--- src/common/eid_pkg.sv ---
// package for the external request front end: register map, fields, reset values, vectors
// assumes a single 125 MHz clock and a synchronous active-low reset
package eid_pkg;

  // ==========================================================================
  // register map (byte addresses, one word each)
  // ==========================================================================
  localparam logic [7:0] OFS_PEND   = 8'h00;
  localparam logic [7:0] OFS_ENABLE = 8'h04;
  localparam logic [7:0] OFS_SENSE  = 8'h08;
  localparam logic [7:0] OFS_PRIO_A = 8'h0c;
  localparam logic [7:0] OFS_SYSCTL = 8'h10;
  localparam logic [7:0] OFS_VECSTS = 8'h14;

  localparam logic [7:0] RST_ENABLE = 8'h00;
  localparam logic [7:0] RST_SENSE  = 8'h00;
  localparam logic [7:0] RST_PRIO_A = 8'h00;
  localparam logic [7:0] RST_SYSCTL = 8'h00;
  localparam logic [5:0] RST_PEND   = 6'h00;

  // system control fields
  localparam int SYS_NMI_EDGE_BIT = 0;  // 1 rising, 0 falling
  localparam int SYS_UE_BIT       = 1;  // user_bit_mode_enable

  // priority_level_reg_a fields
  localparam int PRA_IRQ0_BIT = 7;
  localparam int PRA_IRQ1_BIT = 6;
  localparam int PRA_IRQ23_BIT = 5;
  localparam int PRA_IRQ45_BIT = 4;
  localparam int PRA_SYS_BIT  = 3;   // watchdog, refresh, converter
  localparam int PRA_TMR0_BIT = 2;
  localparam int PRA_TMR1_BIT = 1;

  // ==========================================================================
  // sources, in ascending vector order
  // ==========================================================================
  localparam int NPIN  = 6;
  localparam int NINT  = 9;
  localparam int NSRC  = 16;
  localparam logic [5:0] VEC_NMI = 6'h07;
  localparam logic [5:0] SRC_VEC [NSRC] = '{6'h07, 6'h0c, 6'h0d, 6'h0e, 6'h0f, 6'h10, 6'h11,
                                           6'h14, 6'h15, 6'h17, 6'h18, 6'h19, 6'h1a,
                                           6'h1c, 6'h1d, 6'h1e};
  // priority bit per source, index into priority_level_reg_a (nmi unused)
  localparam int SRC_PRB [NSRC] = '{0, 7, 6, 5, 5, 4, 4, 3, 3, 3, 2, 2, 2, 1, 1, 1};
  // internal sources that may be routed to the dma controller
  localparam logic [8:0] DMA_CAPABLE = 9'h1fc;
  // pins that may leave software standby
  localparam logic [5:0] WAKE_PINS   = 6'h07;

  // ==========================================================================
  // carriers
  // ==========================================================================
  typedef struct packed {
    logic       valid;
    logic [5:0] number;
    logic [7:0] addr;
  } eid_vec_t;

  typedef struct packed {
    logic       write;
    logic       active;
    logic [7:0] addr;
  } eid_aphase_t;

endpackage : eid_pkg

--- src/verilog/eid_irq_front.sv ---
// interrupt front end: pin sensing, pending flags, ranking, vector hand-off
// assumes an ahb-lite master as sole bus owner and a cpu core that acks vectors
//
// Design decisions made here: the address map and the AHB-Lite interface to the registers.
`timescale 1ns/1ps
`default_nettype none

module eid_irq_front
(
  input  wire logic            clk_i,
  input  wire logic            rstn_i,
  input  wire logic            hw_standby_i,
  // ahb-lite slave
  input  wire logic            hsel_i,
  input  wire logic [31:0]     haddr_i,
  input  wire logic [1:0]      htrans_i,
  input  wire logic            hwrite_i,
  input  wire logic [2:0]      hsize_i,
  input  wire logic [31:0]     hwdata_i,
  input  wire logic            hready_i,
  output logic                 hreadyout_o,
  output logic                 hresp_o,
  output logic [31:0]          hrdata_o,
  // pins: request pins active low, nmi edge by polarity select
  input  wire logic [5:0]      ext_req_pin_n_i,
  input  wire logic            nmi_pin_i,
  // internal module requests and dma routing
  input  wire logic [8:0]      int_req_i,
  input  wire logic [8:0]      dma_route_i,
  // cpu side
  input  wire logic            cpu_i_mask_i,
  input  wire logic            cpu_ui_mask_i,
  input  wire logic            ack_i,
  input  wire logic [5:0]      ack_vec_i,
  output eid_pkg::eid_vec_t    vec_o,
  output logic                 wake_o
);

  // ==========================================================================
  // state
  // ==========================================================================
  logic [7:0]            enable_reg;
  logic [7:0]            sense_reg;
  logic [7:0]            prio_a;
  logic [7:0]            sysctl;
  logic [5:0]            pend;
  logic [5:0]            arm;
  logic [5:0]            pin_q;
  logic                  nmi_q;
  logic                  nmi_pend;
  eid_pkg::eid_aphase_t  aph;

  logic [5:0]            lvl_hit;
  logic [5:0]            edge_hit;
  logic [5:0]            set_hit;
  logic [5:0]            svc_clr;
  logic [5:0]            sw_clr;
  logic                  nmi_edge;
  logic                  wr_go;
  logic                  rd_go;

  // ==========================================================================
  // pin sensing
  // ==========================================================================
  // raw pin value is used, so the pin direction setting never hides a request
  assign lvl_hit  = ~sense_reg[5:0] & ~ext_req_pin_n_i;
  assign edge_hit = sense_reg[5:0] & pin_q & ~ext_req_pin_n_i;
  assign set_hit  = lvl_hit | edge_hit;

  // previous pin samples for edge detection
  always_ff @(posedge clk_i)
  begin
    if (!rstn_i || hw_standby_i)
    begin
      pin_q <= 6'h3f;
      nmi_q <= 1'b0;
    end
    else
    begin
      pin_q <= ext_req_pin_n_i;
      nmi_q <= nmi_pin_i;
    end
  end

  // nonmaskable edge by polarity select
  assign nmi_edge = sysctl[eid_pkg::SYS_NMI_EDGE_BIT] ? (nmi_pin_i & ~nmi_q)
                                                      : (~nmi_pin_i & nmi_q);

  // service clears: edge mode always, level mode only once the pin is high
  genvar gi;
  generate
    for (gi = 0; gi < eid_pkg::NPIN; gi++)
    begin : g_svc
      assign svc_clr[gi] = ack_i && (ack_vec_i == eid_pkg::SRC_VEC[gi+1]) &&
                           (sense_reg[gi] || ext_req_pin_n_i[gi]);
    end
  endgenerate

  // ==========================================================================
  // bus slave, zero wait states
  // ==========================================================================
  assign rd_go = hsel_i && hready_i && htrans_i[1] && !hwrite_i;
  assign wr_go = aph.active && aph.write;
  // a zero clears only where the same bit was seen set by an earlier read
  assign sw_clr = (wr_go && aph.addr == eid_pkg::OFS_PEND) ? (arm & ~hwdata_i[5:0])
                                                           : 6'h00;

  // address phase capture
  always_ff @(posedge clk_i)
  begin
    if (!rstn_i)
      aph <= '0;
    else if (hready_i)
    begin
      aph.active <= hsel_i && htrans_i[1] && (hsize_i == 3'h2);
      aph.write  <= hwrite_i;
      aph.addr   <= haddr_i[7:0];
    end
  end

  // response lines: ready once out of reset, always okay
  always_ff @(posedge clk_i)
  begin
    if (!rstn_i)
    begin
      hreadyout_o <= 1'b0;
      hresp_o     <= 1'b0;
    end
    else
    begin
      hreadyout_o <= 1'b1;
      hresp_o     <= 1'b0;
    end
  end

  // read data registered at the address phase; unmapped words read zero
  always_ff @(posedge clk_i)
  begin
    if (!rstn_i)
      hrdata_o <= 32'h0000_0000;
    else if (rd_go)
    begin
      unique case (haddr_i[7:0])
        eid_pkg::OFS_PEND:   hrdata_o <= {26'h0, pend};
        eid_pkg::OFS_ENABLE: hrdata_o <= {24'h0, enable_reg};
        eid_pkg::OFS_SENSE:  hrdata_o <= {24'h0, sense_reg};
        eid_pkg::OFS_PRIO_A: hrdata_o <= {24'h0, prio_a};
        eid_pkg::OFS_SYSCTL: hrdata_o <= {24'h0, sysctl};
        eid_pkg::OFS_VECSTS: hrdata_o <= {17'h0, vec_o};
        default:             hrdata_o <= 32'h0000_0000;
      endcase
    end
  end

  // ==========================================================================
  // control registers
  // ==========================================================================
  // full 8 bits stored; bits 7:6 do nothing downstream except in prio_a
  always_ff @(posedge clk_i)
  begin
    if (!rstn_i || hw_standby_i)
    begin
      enable_reg <= eid_pkg::RST_ENABLE;
      sense_reg  <= eid_pkg::RST_SENSE;
      prio_a     <= eid_pkg::RST_PRIO_A;
      sysctl     <= eid_pkg::RST_SYSCTL;
    end
    else if (wr_go)
    begin
      if (aph.addr == eid_pkg::OFS_ENABLE) enable_reg <= hwdata_i[7:0];
      if (aph.addr == eid_pkg::OFS_SENSE)  sense_reg  <= hwdata_i[7:0];
      if (aph.addr == eid_pkg::OFS_PRIO_A) prio_a     <= hwdata_i[7:0];
      if (aph.addr == eid_pkg::OFS_SYSCTL) sysctl     <= hwdata_i[7:0];
    end
  end

  // ==========================================================================
  // pending flags
  // ==========================================================================
  // set wins over any clear in the same cycle so no request is dropped
  always_ff @(posedge clk_i)
  begin
    if (!rstn_i || hw_standby_i)
      pend <= eid_pkg::RST_PEND;
    else
      pend <= (pend & ~(sw_clr | svc_clr)) | set_hit;
  end

  // read of the flag register arms the bits read as one; any write to it disarms
  always_ff @(posedge clk_i)
  begin
    if (!rstn_i || hw_standby_i)
      arm <= 6'h00;
    else if (rd_go && haddr_i[7:0] == eid_pkg::OFS_PEND)
      arm <= pend;
    else if (wr_go && aph.addr == eid_pkg::OFS_PEND)
      arm <= 6'h00;
  end

  // nonmaskable latch, cleared by its own service
  always_ff @(posedge clk_i)
  begin
    if (!rstn_i || hw_standby_i)
      nmi_pend <= 1'b0;
    else if (nmi_edge)
      nmi_pend <= 1'b1;
    else if (ack_i && ack_vec_i == eid_pkg::VEC_NMI)
      nmi_pend <= 1'b0;
  end

  // ==========================================================================
  // arbitration
  // ==========================================================================
  logic [eid_pkg::NSRC-1:0] src_req;
  logic [eid_pkg::NSRC-1:0] src_hi;
  logic                     allow_lo;
  logic                     allow_hi;
  logic                     win_valid;
  logic [5:0]               win_vec;

  assign src_req[0] = nmi_pend;
  assign src_req[eid_pkg::NPIN:1] = pend & enable_reg[5:0];
  assign src_req[eid_pkg::NSRC-1:eid_pkg::NPIN+1] =
           int_req_i & ~(dma_route_i & eid_pkg::DMA_CAPABLE);

  // shared bits for pins 2/3 and 4/5 come from the source table
  generate
    for (gi = 0; gi < eid_pkg::NSRC; gi++)
    begin : g_lvl
      if (gi == 0)
      begin : g_nmi
        assign src_hi[gi] = 1'b1;
      end
      else
      begin : g_oth
        assign src_hi[gi] = prio_a[eid_pkg::SRC_PRB[gi]];
      end
    end
  endgenerate

  // masking: level one also passes when user mode off and user mask clear
  assign allow_lo = !cpu_i_mask_i;
  assign allow_hi = !cpu_i_mask_i ||
                    (!sysctl[eid_pkg::SYS_UE_BIT] && !cpu_ui_mask_i);

  // lowest index wins inside a level because the table is in vector order
  always_comb
  begin
    win_valid = 1'b0;
    win_vec   = 6'h00;
    if (nmi_pend)
    begin
      win_valid = 1'b1;
      win_vec   = eid_pkg::VEC_NMI;
    end
    else
    begin
      for (int k = eid_pkg::NSRC - 1; k >= 1; k--)
      begin
        if (src_req[k] && !src_hi[k] && allow_lo)
        begin
          win_valid = 1'b1;
          win_vec   = eid_pkg::SRC_VEC[k];
        end
      end
      for (int k = eid_pkg::NSRC - 1; k >= 1; k--)
      begin
        if (src_req[k] && src_hi[k] && allow_hi)
        begin
          win_valid = 1'b1;
          win_vec   = eid_pkg::SRC_VEC[k];
        end
      end
    end
  end

  // registered hand-off to the core
  always_ff @(posedge clk_i)
  begin
    if (!rstn_i || hw_standby_i)
      vec_o <= '0;
    else
    begin
      vec_o.valid  <= win_valid;
      vec_o.number <= win_vec;
      vec_o.addr   <= {win_vec, 2'b00};
    end
  end

  // standby exit request; pins 3 to 5 cannot wake
  always_ff @(posedge clk_i)
  begin
    if (!rstn_i || hw_standby_i)
      wake_o <= 1'b0;
    else
      wake_o <= nmi_pend || |(pend & enable_reg[5:0] & eid_pkg::WAKE_PINS);
  end

  // ==========================================================================
  // checks
  // ==========================================================================
  logic rd_pend_q;
  always_ff @(posedge clk_i)
  begin
    if (!rstn_i)
      rd_pend_q <= 1'b0;
    else
      rd_pend_q <= rd_go && haddr_i[7:0] == eid_pkg::OFS_PEND;
  end
endmodule : eid_irq_front

`default_nettype wire
--- config.mk ---
export PLATFORM = sky130hd
export DESIGN_NAME = eid_irq_front
export DESIGN_NICKNAME = d
export VERILOG_FILES = /design/src/common/eid_pkg.sv /design/src/verilog/eid_irq_front.sv
export SDC_FILE = /design/constraint.sdc
export NUM_CORES = 1
export LEC_CHECK = 0
export BUFFER_PORTS_ARGS = -buffer_cell sky130_fd_sc_hd__buf_2
export CAP_MARGIN = 20
export CORE_MARGIN = 8
export CORE_UTILIZATION = 50
export CTS_CLUSTER_DIAMETER = 150
export DETAILED_ROUTE_END_ITERATION = 16
export PLACE_DENSITY = 0.78
export SLEW_MARGIN = 10
export SYNTH_ARGS = -nofsm -noshare
export SYNTH_HDL_FRONTEND = slang
export SYNTH_SLANG_ARGS = --single-unit
--- constraint.sdc ---
create_clock -name clk_i -period 2.2 [get_ports clk_i]
set_input_delay 0.22 -clock clk_i [delete_from_list [all_inputs] [get_ports clk_i]]
set_output_delay 0.22 -clock clk_i [all_outputs]
set_load 0.02 [all_outputs]
==> metrics.yaml <==
status: "completed"
gp_congestion: 0.934
largest_reg_flops: 14
postLayoutCoreUtil_pct: 59.2
dr.pass1.iters: 6
yosys_warnings: 0
fin_crit_sh_pct: 86.2
power_mw: 3.00
path_class: "reg -> reg"
drv_cap: 0
avgSynthCellArea_um2: 8.74
grt_overflow: 0
cp_slowest_cell: "nor4_1"
dp_hpwl_um: 8840
cpPeakStageDelay_ps: 430
irDropWorstVdd_mv: 0.520
cp_data_required_time_ps: 2430
relSlewSlack_pct: 59.1
hold_path.class: "in -> reg"
cp-end-kind: "flop"
synth_cell_type_count: 55
cp_num_buf_inv: 1
synth_edf_count: 0
rsz0062_at_grt: "false"
nFillCells: 752
routed_wirelength_um: 11300
drcViolationCount: 0
io_buffers: 84
finalSetupTns_ps: 0
crit_family: "simple AND/OR/NAND/NOR gates"
gr-usage-met1_pct: 23.6
grt_pass1_vias: 3773
clock_sinks: 84
cp_max_fo: 8
nets: 673
root_buffer: "clkbuf_8"
max_freq_mhz: 527
finalWorstSetupSlack_ps: 303
powerDensity_mw_per_mm2: 613
initialDrtViolationCount: 301
synthesis.area_mm2: 0.00427
core_mm2: 0.00826
grt_pass1_wl_um: 17900
cts-resized-gates: 0
vias_per_cell: 5.63
die_x_um: 108
num_rows: 33
finalClockSkew_ps: 10.6
fp.dieH_um: 108
gr-usage-met3_pct: 5.53
hold_violations: 0
synth_top_area_share_pct: 39.4
post_cts_buffers: 0
setup_viol_count_final: 0
grt.busiest_layer: "met2"
grt.total_usage_pct: 19.0
antenna_found_initial: 0
largest-register: "hrdata_o"
slew_viol_final: 0
netlist_instances: 489
grt_max_degree: 31
grtUsageMet2_pct: 30.7
ys_seq_area_share_pct: 39.4
numCtsBuffers: 9
placed_area_mm2: 0.00468
clockBufferDepth: 2
yosys.area.top_type: "dfxtp_1"
vias: 3792
arrival_ps: 2130
clk_pin_slew_ps: 80
ant_nets: 0
cts_tree: "yes"
ys_async_sr_fraction_pct: 0
cp_common_cell: "nor2_1"
worst_slew_pin_slew_ps: 614
min_period_ps: 1900
htreeDepth: 3
pre_cts_ws_ps: 262
final_cell_mix: "84 x dfxtp_1, 84 x buf_2, 58 x nor2_1"
clock_latency_ps: 360
p_leak_nw: 2.18
crit_path_start_kind: "flop"
synthTopCellsByArea: "dfxtp_1 39%, mux2i_1 9.6%, nor2_1 5.1%"
cts_hold_buf: 0
diodes: 0
dieArea_mm2: 0.0118
synthFlopType: "dfxtp_1"
final_area_mm2: 0.00488
ys_seq_elements: 84
initial_core_util_pct: 51.7
reg.largest.list: "hrdata_o x14, aph x10"
worstPathCellList: "nor4_1, nand3_1, nor2_1, nand3b_1, buf_4, mux2i_1, nor2_1"
area_growth_syn_to_layout_pct: 14.4
wl_per_cell_um: 16.7
drive_gt1_share_pct: 22.0
pin_count: 159
[kinds of logic after synthesis]
kind of cell	count (synthesis)	synth area share, %
simple gates	190	23.1
buf+inv	60	7.79
compound gates	105	16.3
other cells	1	0.0878
flops	84	39.4
mux	49	13.3
[cell type report]
class	count	area [µm²]	share of cell area (%)
clock inverter	4	47.5	0.973
multi-input combinational	367	2340	47.9
tap	105	131	2.69
timing repair buffer	95	503	10.3
sequential	84	1680	34.4
inverter	7	26.3	0.538
clock buffer	12	155	3.18
[cells in the mapped netlist (all sizes together), types with 4 or more instances]
| library cell | number |
|---|---|
| a31oi | 5 |
| inv | 7 |
| nor3b | 8 |
| nand4 | 4 |
| o21ai | 20 |
| nand2 | 38 |
| clkbuf | 21 |
| nand2b | 14 |
| buf | 32 |
| a21oi | 19 |
| mux2i | 41 |
| nand3 | 9 |
| and2 | 8 |
| a22oi | 18 |
| nor3 | 5 |
| nor2 | 58 |
| a21o | 5 |
| nor2b | 26 |
| and3 | 4 |
| mux4 | 6 |
| o22ai | 10 |
| o211ai | 5 |
| dfxtp | 84 |
[path summary, 6_finish.rpt]
| kind | to | slack, ps | start | depth (start not counted) |
|---|---|---|---|---|
| setup / recovery | sense_reg[4] | 300 | aph[0] | 7 |
| hold / removal | pin_q[5] | 70 | ext_req_pin_n_i[5] | 2 |
| hold reg to reg | hrdata_o[7] | 460 | hrdata_o[7] | 2 |
| setup reg to reg | sense_reg[4] | 300 | aph[0] | 7 |
[where the power goes]
part           switching (mW)  internal, mW  leakage [nW]  total [mW]
Clock                   0.533         0.583         0.102        1.12
Sequential             0.0262          1.55         0.682        1.57
Combinational           0.192         0.113          1.40       0.306
[per-layer routing]
layer | share of wire [%] | vias to the layer above | wire [µm]
li1 | - | 1846 | -
met1 | 43 | 1758 | 4840
met2 | 46 | 168 | 5170
met3 | 8.8 | 20 | 992
met4 | 2.2 | 0 | 251
met5 | 0 | - | 0
[stage by stage]
stage	hold slack [ps]	std cells
after detailed placement	440	658
final	71.2	674
after global placement	429	658
after floorplan	248	511
after global routing	62.2	674
after CTS	57.7	674
(Power assumes the default switching activity.)
